$ cat config.mk
export PLATFORM = sky130hd
export DESIGN_NAME = nibble_mcu_interrupt_ctrl
export DESIGN_NICKNAME = d
export VERILOG_FILES = /design/src/hw/irq_ctrl_pkg.sv /design/src/hw/nibble_mcu_interrupt_ctrl.sv
export VERILOG_INCLUDE_DIRS = /design/src /design/src/hw
export SDC_FILE = /design/constraint.sdc
export NUM_CORES = 1
export LEC_CHECK = 0
export ABC_CLOCK_PERIOD_IN_PS = 2900
export BUFFER_PORTS_ARGS = -buffer_cell sky130_fd_sc_hd__buf_2
export CAP_MARGIN = 20
export CELL_PAD_IN_SITES_DETAIL_PLACEMENT = 0
export CELL_PAD_IN_SITES_GLOBAL_PLACEMENT = 1
export CORE_ASPECT_RATIO = 0.75
export CORE_MARGIN = 5
export CORE_UTILIZATION = 44
export CTS_BUF_LIST = sky130_fd_sc_hd__clkbuf_16
export DETAILED_ROUTE_END_ITERATION = 16
export PLACE_DENSITY = 0.8
export SLEW_MARGIN = 20
export SYNTH_ARGS = -nofsm -noshare
export SYNTH_HDL_FRONTEND = slang
export SYNTH_SLANG_ARGS = --single-unit
$ cat constraint.sdc
create_clock -name pclk -period 2.9 [get_ports pclk]
set_input_delay 0.145 -clock pclk [delete_from_list [all_inputs] [get_ports pclk]]
set_output_delay 0.145 -clock pclk [all_outputs]
set_load 0.03 [all_outputs]
$ cat src/hw/irq_ctrl_defines.svh
// offsets, field positions, reset values and codes of the interrupt controller
`ifndef IRQ_CTRL_DEFINES_SVH
`define IRQ_CTRL_DEFINES_SVH

`define OFS_EDGE_SEL_A   12'h000
`define OFS_EDGE_SEL_B   12'h004
`define OFS_IRQ_EN_A     12'h008
`define OFS_IRQ_EN_B     12'h00C
`define OFS_IRQ_PEND_A   12'h010
`define OFS_IRQ_PEND_B   12'h014
`define OFS_CORE_CTRL    12'h018

`define NIB_RESET        4'h0
`define EDGE_NONE        2'b00
`define EDGE_FALL        2'b01
`define EDGE_RISE        2'b10
`define EDGE_BOTH        2'b11

`define FLD_PIN_ZERO_EDGE 1:0
`define FLD_PIN_ONE_EDGE  3:2
`define FLD_KEYSCAN_EDGE  1:0

`define CTRL_MASK_BIT    0
`define CTRL_DEPTH_LSB   4
`define STATUS_MASK_BIT  3
`define STACK_DEPTH      8
`define SRC_COUNT        8

`endif

$ cat src/hw/irq_ctrl_pkg.sv
// types shared by the interrupt controller
package irq_ctrl_pkg;
    typedef enum logic [0:0] {
        ST_RUN = 1'b0,
        ST_PRE = 1'b1
    } entry_state_e;

    typedef logic [3:0] nibble_t;
endpackage

$ cat src/hw/nibble_mcu_interrupt_ctrl.sv
// interrupt controller: edge detect, flags, priority, vector and state stacks
`timescale 1ns/100ps
`include "irq_ctrl_defines.svh"

// Contract
// RULE1 - mask flag zero blocks all maskable requests
// RULE2 - mask set: accept only individually enabled sources
// RULE3 - request flag set on active edge
// RULE4 - accepted flag cleared automatically at entry
// RULE5 - flag holds until accepted or cleared
// RULE6 - reset clears both request flag registers
// RULE7 - software reads and writes all interrupt registers
// RULE8 - edge field: 01 fall, 10 rise, 11 both
// RULE9 - enable a: timer1, timer0, pin one, zero
// RULE10 - enable b: watchdog, voltage, key scan, converter
// RULE11 - pending a: timer1, timer0, pin one, zero
// RULE12 - pending b: watchdog, voltage, key scan, converter
// RULE13 - sampling delay zero to two machine cycles
// RULE14 - exactly one machine cycle of preprocessing
// RULE15 - mask instruction effect immediate after completion
// RULE16 - entry clears global mask flag
// RULE17 - mask set instruction sets flag, allows nesting
// RULE18 - simultaneous requests: highest priority only accepted
// RULE19 - push counter and flags, 8-level stacks
// RULE20 - vector loaded in same cycle as save
// RULE21 - fixed priority and vectors 0002h to 0010h
// RULE22 - nesting supported up to eight levels
// RULE23 - pins pass two-stage synchroniser before detect
// RULE24 - hardware set beats simultaneous software clear
module nibble_mcu_interrupt_ctrl #(
    parameter int PC_W   = 12,
    parameter int FLAG_W = 4
) (
    input  wire logic                 pclk,
    input  wire logic                 presetn,
    input  wire logic                 psel,
    input  wire logic                 penable,
    input  wire logic                 pwrite,
    input  wire logic [11:0]          paddr,
    input  wire logic [31:0]          pwdata,
    output logic      [31:0]          prdata,
    output logic                      pready,
    output logic                      pslverr,
    input  wire logic                 ext_pin_zero,
    input  wire logic                 ext_pin_one,
    input  wire logic                 key_scan_input,
    input  wire logic                 timer_zero_event,
    input  wire logic                 timer_one_event,
    input  wire logic                 converter_event,
    input  wire logic                 voltage_level_alarm,
    input  wire logic                 watchdog,
    input  wire logic                 machine_cycle,
    input  wire logic                 mask_set_instr,
    input  wire logic                 mask_clear_instr,
    input  wire logic                 return_instr,
    input  wire logic [PC_W-1:0]      core_pc,
    input  wire logic [FLAG_W-1:0]    status_flag_reg,
    output logic                      vector_load,
    output logic      [PC_W-1:0]      vector_addr,
    output logic                      preprocess_busy,
    output logic                      restore_load,
    output logic      [PC_W-1:0]      restore_pc,
    output logic      [FLAG_W-1:0]    restore_flags,
    output logic                      global_mask,
    output logic                      stack_overflow
);
    import irq_ctrl_pkg::*;

    ////////////////////////////////////////////////////////////////////////////
    // helpers

    // sel bit0 = falling, bit1 = rising
    function automatic logic edge_hit(input logic [1:0] sel, input logic prev,
                                      input logic cur);
        edge_hit = (sel[0] & prev & ~cur) | (sel[1] & ~prev & cur); // RULE8
    endfunction

    // bit 0 is the highest priority source
    function automatic logic [2:0] top_source(input logic [7:0] req);
        top_source = 3'h0;
        for (int i = `SRC_COUNT - 1; i >= 0; i--) begin
            if (req[i]) begin
                top_source = 3'(i); // RULE18
            end
        end
    endfunction

    ////////////////////////////////////////////////////////////////////////////
    // pin synchronisers and edge detection

    logic [2:0] pin_meta_reg;
    logic [2:0] pin_sync_reg;
    logic [2:0] pin_prev_reg;
    logic [4:0] evt_prev_reg;

    always_ff @(posedge pclk or negedge presetn) begin
        if (!presetn) begin
            pin_meta_reg <= 3'h0;
            pin_sync_reg <= 3'h0;
            pin_prev_reg <= 3'h0;
            evt_prev_reg <= 5'h0;
        end else begin
            pin_meta_reg <= {key_scan_input, ext_pin_one, ext_pin_zero}; // RULE23
            pin_sync_reg <= pin_meta_reg; // RULE23
            pin_prev_reg <= pin_sync_reg;
            // internal sources are same-clock logic; a held level counts once
            evt_prev_reg <= {watchdog, voltage_level_alarm, converter_event,
                             timer_one_event, timer_zero_event};
        end
    end

    ////////////////////////////////////////////////////////////////////////////
    // registers

    nibble_t edge_sel_a_reg;
    nibble_t edge_sel_b_reg;
    nibble_t irq_enable_a_reg;
    nibble_t irq_enable_b_reg;
    nibble_t irq_pending_a_reg;
    nibble_t irq_pending_b_reg;
    logic    mask_reg;
    logic        wr_en;
    logic        rd_en;
    logic        addr_hit;
    logic [7:0]  hw_set;
    logic [7:0]  accept_clr;
    logic [7:0]  pend_all;
    logic [7:0]  eligible;
    logic [2:0]  winner;
    logic        take;
    logic [31:0] rd_word;
    logic [3:0]  stack_count;
    assign wr_en = psel & penable & pready & pwrite;
    assign rd_en = psel & penable & ~pready;

    always_comb begin
        hw_set[0] = edge_hit(edge_sel_a_reg[`FLD_PIN_ZERO_EDGE], pin_prev_reg[0],
                             pin_sync_reg[0]); // RULE3
        hw_set[1] = edge_hit(edge_sel_a_reg[`FLD_PIN_ONE_EDGE], pin_prev_reg[1],
                             pin_sync_reg[1]); // RULE3
        hw_set[2] = timer_zero_event & ~evt_prev_reg[0]; // RULE3
        hw_set[3] = timer_one_event & ~evt_prev_reg[1];
        hw_set[4] = converter_event & ~evt_prev_reg[2];
        hw_set[5] = edge_hit(edge_sel_b_reg[`FLD_KEYSCAN_EDGE], pin_prev_reg[2],
                             pin_sync_reg[2]); // RULE3
        hw_set[6] = voltage_level_alarm & ~evt_prev_reg[3];
        hw_set[7] = watchdog & ~evt_prev_reg[4];
    end

    // pending bits line up with priority order: a[0..3], then b[0..3]
    assign pend_all = {irq_pending_b_reg, irq_pending_a_reg}; // RULE21
    assign eligible = pend_all & {irq_enable_b_reg, irq_enable_a_reg}
                      & {8{mask_reg}}; // RULE1 RULE2
    assign winner   = top_source(eligible); // RULE18
    // sampling only at a machine cycle boundary the core reports
    assign take     = machine_cycle & (|eligible) & ~preprocess_busy; // RULE13

    always_comb begin
        accept_clr = 8'h00;
        if (take) begin
            accept_clr[winner] = 1'b1; // RULE4
        end
    end

    always_ff @(posedge pclk or negedge presetn) begin
        if (!presetn) begin
            edge_sel_a_reg   <= `NIB_RESET;
            edge_sel_b_reg   <= `NIB_RESET;
            irq_enable_a_reg <= `NIB_RESET;
            irq_enable_b_reg <= `NIB_RESET;
        end else if (wr_en) begin
            if (paddr == `OFS_EDGE_SEL_A) begin
                edge_sel_a_reg <= pwdata[3:0]; // RULE7
            end else if (paddr == `OFS_EDGE_SEL_B) begin
                edge_sel_b_reg <= pwdata[3:0];
            end else if (paddr == `OFS_IRQ_EN_A) begin
                irq_enable_a_reg <= pwdata[3:0]; // RULE9
            end else if (paddr == `OFS_IRQ_EN_B) begin
                irq_enable_b_reg <= pwdata[3:0]; // RULE10
            end
        end
    end

    // software write, then acceptance clear, then hardware set on top
    always_ff @(posedge pclk or negedge presetn) begin
        if (!presetn) begin
            irq_pending_a_reg <= `NIB_RESET; // RULE6
            irq_pending_b_reg <= `NIB_RESET; // RULE6
        end else begin
            irq_pending_a_reg <= (((wr_en && paddr == `OFS_IRQ_PEND_A) ? pwdata[3:0]
                                  : irq_pending_a_reg) & ~accept_clr[3:0])
                                 | hw_set[3:0]; // RULE5 RULE11 RULE24
            irq_pending_b_reg <= (((wr_en && paddr == `OFS_IRQ_PEND_B) ? pwdata[3:0]
                                  : irq_pending_b_reg) & ~accept_clr[7:4])
                                 | hw_set[7:4]; // RULE5 RULE12 RULE24
        end
    end

    ////////////////////////////////////////////////////////////////////////////
    // global mask flag

    logic [FLAG_W-1:0] pop_flags;
    // entry wins over an instruction in the same cycle; that cannot occur
    // in practice as the core does not retire while taking an entry
    always_ff @(posedge pclk or negedge presetn) begin
        if (!presetn) begin
            mask_reg <= 1'b0;
        end else if (take) begin
            mask_reg <= 1'b0; // RULE16
        end else if (mask_set_instr) begin
            mask_reg <= 1'b1; // RULE15 RULE17
        end else if (mask_clear_instr) begin
            mask_reg <= 1'b0; // RULE15
        end else if (return_instr && stack_count != 4'h0) begin
            mask_reg <= pop_flags[`STATUS_MASK_BIT];
        end else if (wr_en && paddr == `OFS_CORE_CTRL) begin
            mask_reg <= pwdata[`CTRL_MASK_BIT];
        end
    end

    ////////////////////////////////////////////////////////////////////////////
    // return and flag stacks

    logic [PC_W-1:0]   pc_stack   [`STACK_DEPTH];
    logic [FLAG_W-1:0] flag_stack [`STACK_DEPTH];
    logic [2:0]        top_idx;
    logic [FLAG_W-1:0] push_flags;

    assign top_idx   = 3'(stack_count - 4'h1);
    assign pop_flags = flag_stack[top_idx];

    always_comb begin
        push_flags = status_flag_reg;
        push_flags[`STATUS_MASK_BIT] = mask_reg;
    end

    // a ninth push overwrites the newest (top) entry and raises overflow
    always_ff @(posedge pclk or negedge presetn) begin
        if (!presetn) begin
            stack_count <= 4'h0;
            for (int i = 0; i < `STACK_DEPTH; i++) begin
                pc_stack[i]   <= '0;
                flag_stack[i] <= '0;
            end
        end else if (take) begin
            if (stack_count == 4'(`STACK_DEPTH)) begin
                pc_stack[`STACK_DEPTH-1]   <= core_pc;
                flag_stack[`STACK_DEPTH-1] <= push_flags;
            end else begin
                pc_stack[stack_count[2:0]]   <= core_pc; // RULE19
                flag_stack[stack_count[2:0]] <= push_flags; // RULE19
                stack_count                  <= stack_count + 4'h1; // RULE22
            end
        end else if (return_instr && stack_count != 4'h0) begin
            stack_count <= stack_count - 4'h1;
        end
    end

    always_ff @(posedge pclk or negedge presetn) begin
        if (!presetn) begin
            stack_overflow <= 1'b0;
        end else if (take && stack_count == 4'(`STACK_DEPTH)) begin
            stack_overflow <= 1'b1;
        end else if (wr_en && paddr == `OFS_CORE_CTRL && pwdata[1]) begin
            stack_overflow <= 1'b0;
        end
    end

    ////////////////////////////////////////////////////////////////////////////
    // entry sequence towards the core

    entry_state_e state_reg;

    always_ff @(posedge pclk or negedge presetn) begin
        if (!presetn) begin
            state_reg <= ST_RUN;
        end else begin
            case (state_reg)
                ST_RUN: begin
                    if (take) begin
                        state_reg <= ST_PRE;
                    end
                end
                ST_PRE: begin
                    if (machine_cycle) begin
                        state_reg <= ST_RUN; // RULE14
                    end
                end
                default: begin
                    state_reg <= ST_RUN;
                end
            endcase
        end
    end

    always_ff @(posedge pclk or negedge presetn) begin
        if (!presetn) begin
            vector_load     <= 1'b0;
            vector_addr     <= '0;
            preprocess_busy <= 1'b0;
            global_mask     <= 1'b0;
        end else begin
            vector_load <= take; // RULE20
            global_mask <= mask_reg;
            if (take) begin
                vector_addr     <= PC_W'({1'b0, winner, 1'b0} + 5'h02); // RULE20 RULE21
                preprocess_busy <= 1'b1; // RULE14
            end else if (state_reg == ST_PRE && machine_cycle) begin
                preprocess_busy <= 1'b0; // RULE14
            end
        end
    end

    always_ff @(posedge pclk or negedge presetn) begin
        if (!presetn) begin
            restore_load  <= 1'b0;
            restore_pc    <= '0;
            restore_flags <= '0;
        end else begin
            restore_load <= return_instr && stack_count != 4'h0;
            if (return_instr && stack_count != 4'h0) begin
                restore_pc    <= pc_stack[top_idx];
                restore_flags <= pop_flags;
            end
        end
    end

    ////////////////////////////////////////////////////////////////////////////
    // apb slave: one wait state, read data registered with pready

    always_comb begin
        addr_hit = 1'b1;
        rd_word  = 32'h0000_0000;
        if (paddr == `OFS_EDGE_SEL_A) begin
            rd_word[3:0] = edge_sel_a_reg;
        end else if (paddr == `OFS_EDGE_SEL_B) begin
            rd_word[3:0] = edge_sel_b_reg;
        end else if (paddr == `OFS_IRQ_EN_A) begin
            rd_word[3:0] = irq_enable_a_reg;
        end else if (paddr == `OFS_IRQ_EN_B) begin
            rd_word[3:0] = irq_enable_b_reg;
        end else if (paddr == `OFS_IRQ_PEND_A) begin
            rd_word[3:0] = irq_pending_a_reg; // RULE7
        end else if (paddr == `OFS_IRQ_PEND_B) begin
            rd_word[3:0] = irq_pending_b_reg;
        end else if (paddr == `OFS_CORE_CTRL) begin
            rd_word[`CTRL_MASK_BIT] = mask_reg;
            rd_word[1]              = stack_overflow;
            rd_word[`CTRL_DEPTH_LSB +: 4] = stack_count;
        end else begin
            addr_hit = 1'b0;
        end
    end

    always_ff @(posedge pclk or negedge presetn) begin
        if (!presetn) begin
            pready  <= 1'b0;
            prdata  <= 32'h0000_0000;
            pslverr <= 1'b0;
        end else begin
            pready  <= rd_en;
            pslverr <= rd_en & ~addr_hit;
            if (rd_en) begin
                prdata <= pwrite ? 32'h0000_0000 : rd_word;
            end
        end
    end
endmodule

==> results.cfg, run 1 <==
[run_status]
status = completed

[finish]
final_cell_mix = 206 x dfrtp_1, 128 x mux2_2, 81 x buf_2, 53 x nand2_1, 34 x dlygate4sd3_1
layout-drive-gt1-share = 0.373
largest_reg_flops = 96
final_common_cell = dfrtp_1
top_regs = pc_stack x96, flag_stack x32, restore_pc x12
regMostFlops = pc_stack
area_growth_pct = 18.6
layout.nets = 922
antenna_cells = 0
n_fill_cell = 1795

[worst_setup_path]
worstRegToRegCells = 7
crit_path_max_fanout = 16
startpoint = irq_enable_b_reg[2]
r2r_end = pc_stack[5]
ff2ff_setup_slack_ps = 440
end_kind = flop
rr_startpoint = irq_enable_b_reg[2]
crit_arrival_ps = 2840
crit_type = flop to flop
start_kind = flop
crit_required_ps = 3280

[pwr]
switching_share = 0.285
power_frac_comb = 0.193
power.switching_mw = 2.06
p_int_mw = 5.17
p_per_area_nw_per_um2 = 638
p_clk_frac = 0.390
leakage_nw = 5.64
p_seq_frac = 0.417
ir_worst_vdd_uv = 368

[drt]
wl_per_cell_um = 18.5
drt_wl_total_mm = 21.2
vias = 6097
firstDrtPassIters = 4
vias_per_cell = 5.32
detail-route-antenna-nets = 0
drt_iter0_markers = 439
drc = 0

[yosys]
ys_types = 56
ys_warn_count = 0
synth-seq-cells = 207
syn_avg_cell_area_um2 = 13.4
synth_cells = 713
synthFlopType = dfrtp_1
yosysSeqAreaShare = 0.542
async_reset_ff_frac = 1.00
syn-cell-area_um2 = 9550
synth_edf_count = 0

[clocking]
cts_buffers = 22
post_cts_buffers = 0
htreeDepth = 1
tritoncts = yes
worstSkewPairLatency_ps = 500
cts_resized = 0
cts.path.max_buffers = 3
clkSlewWorstSetupHoldPaths_ps = 60
clock-sinks = 207
clockRootBuffer = clkbuf_16

[sta]
max_slew_margin = 0.512
finalCriticalPeriod_ps = 2460
rsz0062_at_grt = false
finalSetupViolCount = 0
max_freq_mhz = 407
finalCritPeriodShare = 0.847
setup_tns_ps = 0
clock_skew_ps = 12.7
worst_slack_ps = 443
slew_violations = 0
hold_viol = 0
tightestPinTransition_ps = 732

[global_routing]
grtUsageTotal = 0.176
grt_pass1_wl_mm = 35.3
grt_max_degree = 83
antenna_found_initial = 0
first_global_vias = 6239
grt_overflow = 0

[placed_design]
hpwlAfterDp_mm = 14.1
place_worst_setup_slack_ps = 464
gp_congestion = 0.862
port_buffers = 82

[job]
drv_cap = 0

[floorplan]
coreArea_um2 = 21200
die_area_um2 = 24800
ios = 144
initial_core_util = 0.450
rows = 46
fp.dieW_um = 180
die_y_um = 138

[hold_path]
min_from = paddr[1]
min_delay_path_depth = 4
hp-class = input pin to flop
hold_end = prdata[3]
-- worst max path at each step --
stage	slack, ps	to	depth (start not counted)
6_report	440	pc_stack[5]	7
5_1_grt	290	pc_stack[59]	8
4_1_cts	430	flag_stack[13]	5
3_5_place_dp	460	flag_stack[13]	5
3_3_place_gp	480	pc_stack[45]	5
2_1_floorplan	620	pc_stack[86]	9
-- synth_stat cells, types with 2 or more instances --
cell	count	area share
o21ai_0	26	0.014
a211o_1	2	0.0018
dfrtp_1	207	0.54
nor4_1	7	0.0046
clkbuf_1	14	0.0055
nor2_1	22	0.0086
buf_1	3	0.0012
or4_1	2	0.0016
and3_1	3	0.0020
a22o_1	12	0.011
or4b_2	3	0.0031
ha_1	2	0.0026
buf_4	32	0.025
a22oi_1	2	0.0016
xnor2_1	3	0.0028
mux2_4	9	0.014
o22ai_1	8	0.0052
nand3_1	6	0.0031
o2111ai_1	3	0.0028
nor3_1	9	0.0047
a21o_1	2	0.0016
mux2_2	128	0.15
a21oi_1	10	0.0052
inv_1	15	0.0059
nand2b_1	11	0.0072
nand2_1	53	0.021
and3b_1	2	0.0018
nand2_2	3	0.0020
a211oi_1	2	0.0016
a31oi_1	6	0.0039
nor2b_1	3	0.0020
or2_2	2	0.0013
mux4_2	32	0.075
buf_2	11	0.0058
mux2i_1	30	0.031
nand4_1	5	0.0033
buf_6	4	0.0047
-- layout make-up --
class                      count  area (µm²)  share of cell area
sequential                   207        5180               0.457
multi-input combinational    458        4040               0.357
timing repair buffer         139         970              0.0856
clock buffer                  23         576              0.0508
tap                          288         360              0.0318
clock inverter                15         145              0.0128
inverter                      15        56.3             0.00497
-- power by group through the flow --
stage | clock (mW) | combinational (mW) | sequential [mW]
5_1_grt | 3.01 | 1.52 | 3.02
4_1_cts | 2.89 | 1.41 | 3.01
3_5_place_dp | 0 | 1.38 | 3.07
2_1_floorplan | 0 | 0.983 | 3.04
3_3_place_gp | 0 | 1.36 | 3.06
6_report | 2.82 | 1.39 | 3.02
-- per-layer routing --
layer	track usage	part of all wire
met1	0.273	0.50
met2	0.261	0.43
met3	0.0317	0.050
met4	0.0382	0.013
met5	0	0
-- through the flow --
step | instances | hold slack [ps] | power, mW | area (µm²) | utilization
after floorplan | 744 | -151 | 4.02 | 9670 | -
after global placement | 1073 | 236 | 4.42 | 10300 | 0.483
after detailed placement | 1073 | 235 | 4.44 | 10300 | 0.483
after CTS | 1145 | 28.5 | 7.32 | 11300 | 0.533
after global routing | 1145 | 74.2 | 7.56 | 11300 | 0.533
final | 1145 | 41.6 | 7.23 | 11300 | 0.533
-- timing repair --
item,4_1_cts,5_1_grt
endpoints found under the hold margin,229,0
endpoints found under the setup margin,0,0
hold buffers,34,0
-- worst max-delay path, cell delays in order (launching register included) --
cell and delay (ps):
dfrtp_1 410, a22o_1 330, o41ai_4 430, buf_4 210, inv_1 180, o21ai_2 100
buf_4 290, mux2_2 380
-- logic make-up after synthesis --
logic type               share of synthesized area
multiplexers                                 0.272
AO/OA/AOI/OAI                               0.0588
adder cells (fa/ha/maj)                    0.00262
AND/OR/NAND/NOR                             0.0722
buffers and inverters                       0.0482
other                                     0.000393
flip-flops                                   0.542
XOR/XNOR                                   0.00367
Power figures use the tool's default switching activity.
==> run 2: changes to the inputs <==
ABC_CLOCK_PERIOD_IN_PS = 2430   (was 2900)
clock period = 2.43 ns   (was 2.9 ns; I/O delays follow)
==> run 2 against run 1 <==
Effect of this change:
- flip-flop and latch count unchanged
- largest power group unchanged
- worst setup slack worse by 290 ps
- final cell count up 2.2%
- clock skew down 4.2 ps
- critical path depth down 1
- sequential share of layout area down 0.76 points
- largest cell class unchanged
- worst hold slack better by 39 ps
- clock power up 7.8%
- global-route usage about the same
- fmax up 7.8%
- clock-buffer cell count unchanged
- sequential power up 19%
==> results.cfg, run 2 (same netlist as run 1, synthesis figures left out) <==
[run_status]
status = completed

[worst_setup_path]
crit_type = flop to flop
path_cells = a22o_1, or4_1, and3_1, nand2_2, buf_12, mux2_2
end_kind = flop
crit_required_ps = 2810
crit_path_max_fanout = 16
start_kind = flop
slowest_stage = or4_1
crit_arrival_ps = 2660
cp_slowest_stage_delay_ps = 530

[clocking]
cts.path.max_buffers = 3
cts_resized = 0
post_cts_buffers = 0
clockRootBuffer = clkbuf_16
worstSkewPairLatency_ps = 500
tritoncts = yes
clock-sinks = 207
cts_buffers = 22
clkSlewWorstSetupHoldPaths_ps = 60
holdBufCountCts = 34
htreeDepth = 1

[finish]
regMostFlops = pc_stack
final_cell_mix = 206 x dfrtp_1, 128 x mux2_2, 81 x buf_2, 53 x nand2_1, 36 x buf_4
layout-drive-gt1-share = 0.387
final_area_um2 = 11500
largest_reg_flops = 96
top_regs = pc_stack x96, flag_stack x32, restore_pc x12
final_common_cell = dfrtp_1
antenna_cells = 0
fin_util = 0.542
area_growth_pct = 20.6
layout.nets = 945
stdcell_count = 1170
n_fill_cell = 1805

[sta]
setup_tns_ps = 0
finalSetupViolCount = 0
max_slew_margin = 0.357
hold_viol = 0
slew_violations = 0
tightestPinTransition_ps = 959
finalCritPeriodShare = 0.938
rsz0062_at_grt = false
max_freq_mhz = 439
clock_skew_ps = 8.51
finalCriticalPeriod_ps = 2280
worst_slack_ps = 151

[global_routing]
antenna_found_initial = 0
grt_max_degree = 78
first_global_vias = 6260
grt_pass1_wl_mm = 35.4
grt_overflow = 0
grtUsageTotal = 0.176

[drt]
vias_per_cell = 5.28
drt_iter0_markers = 414
detail-route-antenna-nets = 0
wl_per_cell_um = 18.5
vias = 6175
drc = 0
firstDrtPassIters = 4
drt_wl_total_mm = 21.7

[floorplan]
rows = 46
ios = 144
die_area_um2 = 24800
initial_core_util = 0.450
fp.dieW_um = 180
die_y_um = 138
coreArea_um2 = 21200

[placed_design]
place_worst_setup_slack_ps = 177
dpl.cell_count = 1096
hpwlAfterDp_mm = 14.8
placed_area_um2 = 10500
gp_congestion = 0.883
port_buffers = 82

[hold_path]
hp-class = input pin to flop

[pwr]
p_per_area_nw_per_um2 = 730
ir_worst_vdd_uv = 610
leakage_nw = 5.75

[job]
drv_cap = 0
run 2: layout make-up:
type	instances	area, µm²	area share
repair buffers	162	1230	0.107
clock buffers	23	576	0.0500
clock inverters	17	77.6	0.00673
well taps	288	360	0.0313
inverters	15	56.3	0.00489
multi-input cells	458	4040	0.351
flip-flops and latches	207	5180	0.450
run 2: through the flow:
stage	hold slack, ps	total power [mW]
2_1_floorplan	-174	4.80
3_3_place_gp	192	5.37
4_1_cts	58.1	8.48
6_report	80.3	8.41
3_5_place_dp	191	5.40
5_1_grt	103	8.75
run 2: worst max-delay path: cells and delay by family, from the launching register on:
kind | cells | cell delay (ps)
DFF | 1 | 420
buffers and inverters | 1 | 170
AOI/OAI and AO/OA | 1 | 320
and+or+nand+nor | 3 | 880
muxes | 1 | 360
run 2: power by group:
part	total, mW	internal, mW	leakage, nW	switching, mW
Sequential	3.58	3.51	2.80	0.0694
Clock	3.04	1.71	0.338	1.34
Combinational	1.78	0.719	2.62	1.06
run 2: final timing paths:
kind                                           from         endpoint  slack, ps  depth (start not counted)
worst min-delay path                       paddr[3]          pslverr         80                          3
worst max register to register  irq_enable_b_reg[2]     pc_stack[21]        150                          6
min in group asynchronous                   presetn   vector_addr[4]        180                          2
worst max-delay path            irq_enable_b_reg[2]     pc_stack[21]        150                          6
worst min register to register      pin_meta_reg[2]  pin_sync_reg[2]        350                          0
max in group asynchronous                   presetn     pc_stack[57]       1500                          3
run 2: per-layer routing:
metal	share of wire	vias up	GRT usage
met5	0	-	0
met4	0.013	0	0.0285
met3	0.055	24	0.0309
met2	0.44	160	0.268
met1	0.49	3136	0.272
li1	-	2855	-
==> run 3: changes to the inputs <==
ABC_AREA = 1   (was not set)
CORE_UTILIZATION = 43   (was 44)
PLACE_DENSITY = not set   (was 0.8)
PLACE_DENSITY_LB_ADDON = 0.15   (was not set)
==> run 3 against run 2 <==
Effect of this change:
- first-iteration DRC count up 59%
- wire length is 18% higher
- combinational power increased by 110%
- total power up 28%
- die area rose by 2.5%
- flip-flop and latch count unchanged
- global-route usage up 2.5 points
- critical path type unchanged
- largest cell class unchanged
==> results.cfg, run 3 <==
[hold_path]
hp-class = input pin to flop
min_delay_path_depth = 6
min_from = pwrite

[yosys]
synth_cells = 1146
synth_area_leaders = dfrtp_1 54%, nand2_1 12%, o21ai_0 7.5%
synth_area_leader_cell = dfrtp_1
yosys.area.top_type_share = 0.540
synthTopCellsByCount = 304 x nand2_1, 207 x dfrtp_1, 143 x o21ai_0, 95 x nor2_1, 89 x inv_1
ys_warn_count = 0
yosysMostFrequentCell = nand2_1
async_reset_ff_frac = 1.00
ys_types = 40
synth_edf_count = 0
synth-seq-cells = 207
syn_avg_cell_area_um2 = 8.36
yosysSeqAreaShare = 0.540
synthFlopType = dfrtp_1
syn-cell-area_um2 = 9590

[finish]
layout.nets = 1337
final_area_um2 = 11300
largest_reg_flops = 96
area_growth_pct = 17.5
final_cell_mix = 304 x nand2_1, 206 x dfrtp_1, 143 x o21ai_0, 95 x nor2_1, 93 x inv_1
regMostFlops = pc_stack
layout-drive-gt1-share = 0.129
final_common_cell = nand2_1
top_regs = pc_stack x96, flag_stack x32, restore_pc x12

[clocking]
htreeDepth = 1
clock-sinks = 207
cts_resized = 0
worstSkewPairLatency_ps = 500
clockRootBuffer = clkbuf_16
cts_buffers = 22
clkSlewWorstSetupHoldPaths_ps = 70
tritoncts = yes
cts.path.max_buffers = 3
post_cts_buffers = 0

[floorplan]
coreArea_um2 = 22000
initial_core_util = 0.436
fp.dieW_um = 182
ios = 144
rows = 47
die_area_um2 = 25400
die_y_um = 139

[sta]
hold_viol = 0
slew_violations = 0
finalCriticalPeriod_ps = 2180
tightestPinTransition_ps = 844
finalCritPeriodShare = 0.898
clock_skew_ps = 10.8
rsz0062_at_grt = false
fin_hold_ws_ps = 29.6
finalSetupViolCount = 0
max_freq_mhz = 459
setup_tns_ps = 0
max_slew_margin = 0.438

[worst_setup_path]
crit_arrival_ps = 2550
worstRegToRegCells = 10
end_kind = flop
crit_required_ps = 2800
startpoint = mask_reg
crit_type = flop to flop
rr_startpoint = mask_reg
crit_path_max_fanout = 14
start_kind = flop

[job]
drv_cap = 0

[pwr]
leakage_nw = 5.68
power_mw = 10.8
p_per_area_nw_per_um2 = 959
ir_worst_vdd_uv = 453

[placed_design]
placed_area_um2 = 10300
port_buffers = 82
hpwlAfterDp_mm = 17.2
gp_congestion = 0.848

[drt]
vias_per_cell = 5.04
firstDrtPassIters = 5
drt_wl_total_mm = 25.6
wl_per_cell_um = 16.4
drt_iter0_markers = 660
vias = 7877
detail-route-antenna-nets = 0
drc = 0

[global_routing]
grtUsageTotal = 0.201
grt_pass1_wl_mm = 41.6
grt_overflow = 0
first_global_vias = 7335
grt_max_degree = 89
antenna_found_initial = 0

[run_status]
status = completed
==> run 3: cell count changes in the layout (fill, tap and decap cells not counted), sizes merged, moves of 11 or more <==
cell    previous run  this run
nand3              6        31
mux2i             30         0
inv               20        99
nor2              22       100
buf              127       112
a22o              12         0
mux2             137         0
nand2             56       309
nand2b            11         0
o32ai              0        15
mux4              32         0
o211ai             1        32
o21ai             28       219
==> run 3: per-stage QoR <==
step | setup WS [ps] | util | cells
floorplan | 322 | - | 1177
global placement | 338 | 0.468 | 1499
detailed placement | 284 | 0.468 | 1499
CTS | 257 | 0.512 | 1563
global route | 13.0 | 0.512 | 1563
finish | 249 | 0.512 | 1564
==> run 3: what timing repair did <==
| item | CTS | global route |
|---|---|---|
| hold buffers | 29 | 0 |
| hold endpoints to repair | 97 | 0 |
| setup endpoints to repair | 0 | 0 |
==> run 3: cell families after synthesis <==
group / after synthesis / synth area share
xor+xnor: 5 / 0.00457
flops: 207 / 0.540
buf+inv: 181 / 0.0888
compound gates: 299 / 0.174
fa+ha+maj: 2 / 0.00261
simple gates: 451 / 0.190
other cells: 1 / 0.000391
==> run 3: final cells by class <==
class | instances | area (µm²)
multi-input cells | 789 | 3670
well taps | 294 | 368
diodes | 1 | 2.50
flip-flops and latches | 207 | 5180
repair buffers | 142 | 992
clock inverters | 12 | 106
fillers | 2141 | 10700
clock buffers | 23 | 576
inverters | 96 | 363
==> run 3: final timing paths <==
check / end / slack [ps]
max: pc_stack[28] / 250
min: prdata[1] / 30
max reg2reg: pc_stack[28] / 250
min reg2reg: pin_sync_reg[2] / 350
max in group asynchronous: pc_stack[29] / 1500
min in group asynchronous: evt_prev_reg[4] / 150
==> run 3: power breakdown <==
part / switching [mW] / internal, mW
Clock: 1.33 / 1.91
Combinational: 2.56 / 1.22
Sequential: 0.133 / 3.65
Total: 4.02 / 6.78
==> run 3: worst max-delay path: stages, from the launching register on <==
cell and delay, ps:
dfrtp_1 630, nand3_1 180, nand2_1 170, nor2_2 70
nand2_2 80, nand2_4 130, nor2_8 160, nand3_1 170
buf_4 290, nand2_1 70, o21ai_0 70
==> run 3: per-layer routing <==
layer | part of all wire | GRT usage
met3 | 0.057 | 0.0321
met5 | 0 | 0
met1 | 0.53 | 0.338
met4 | 0.014 | 0.0332
met2 | 0.40 | 0.273
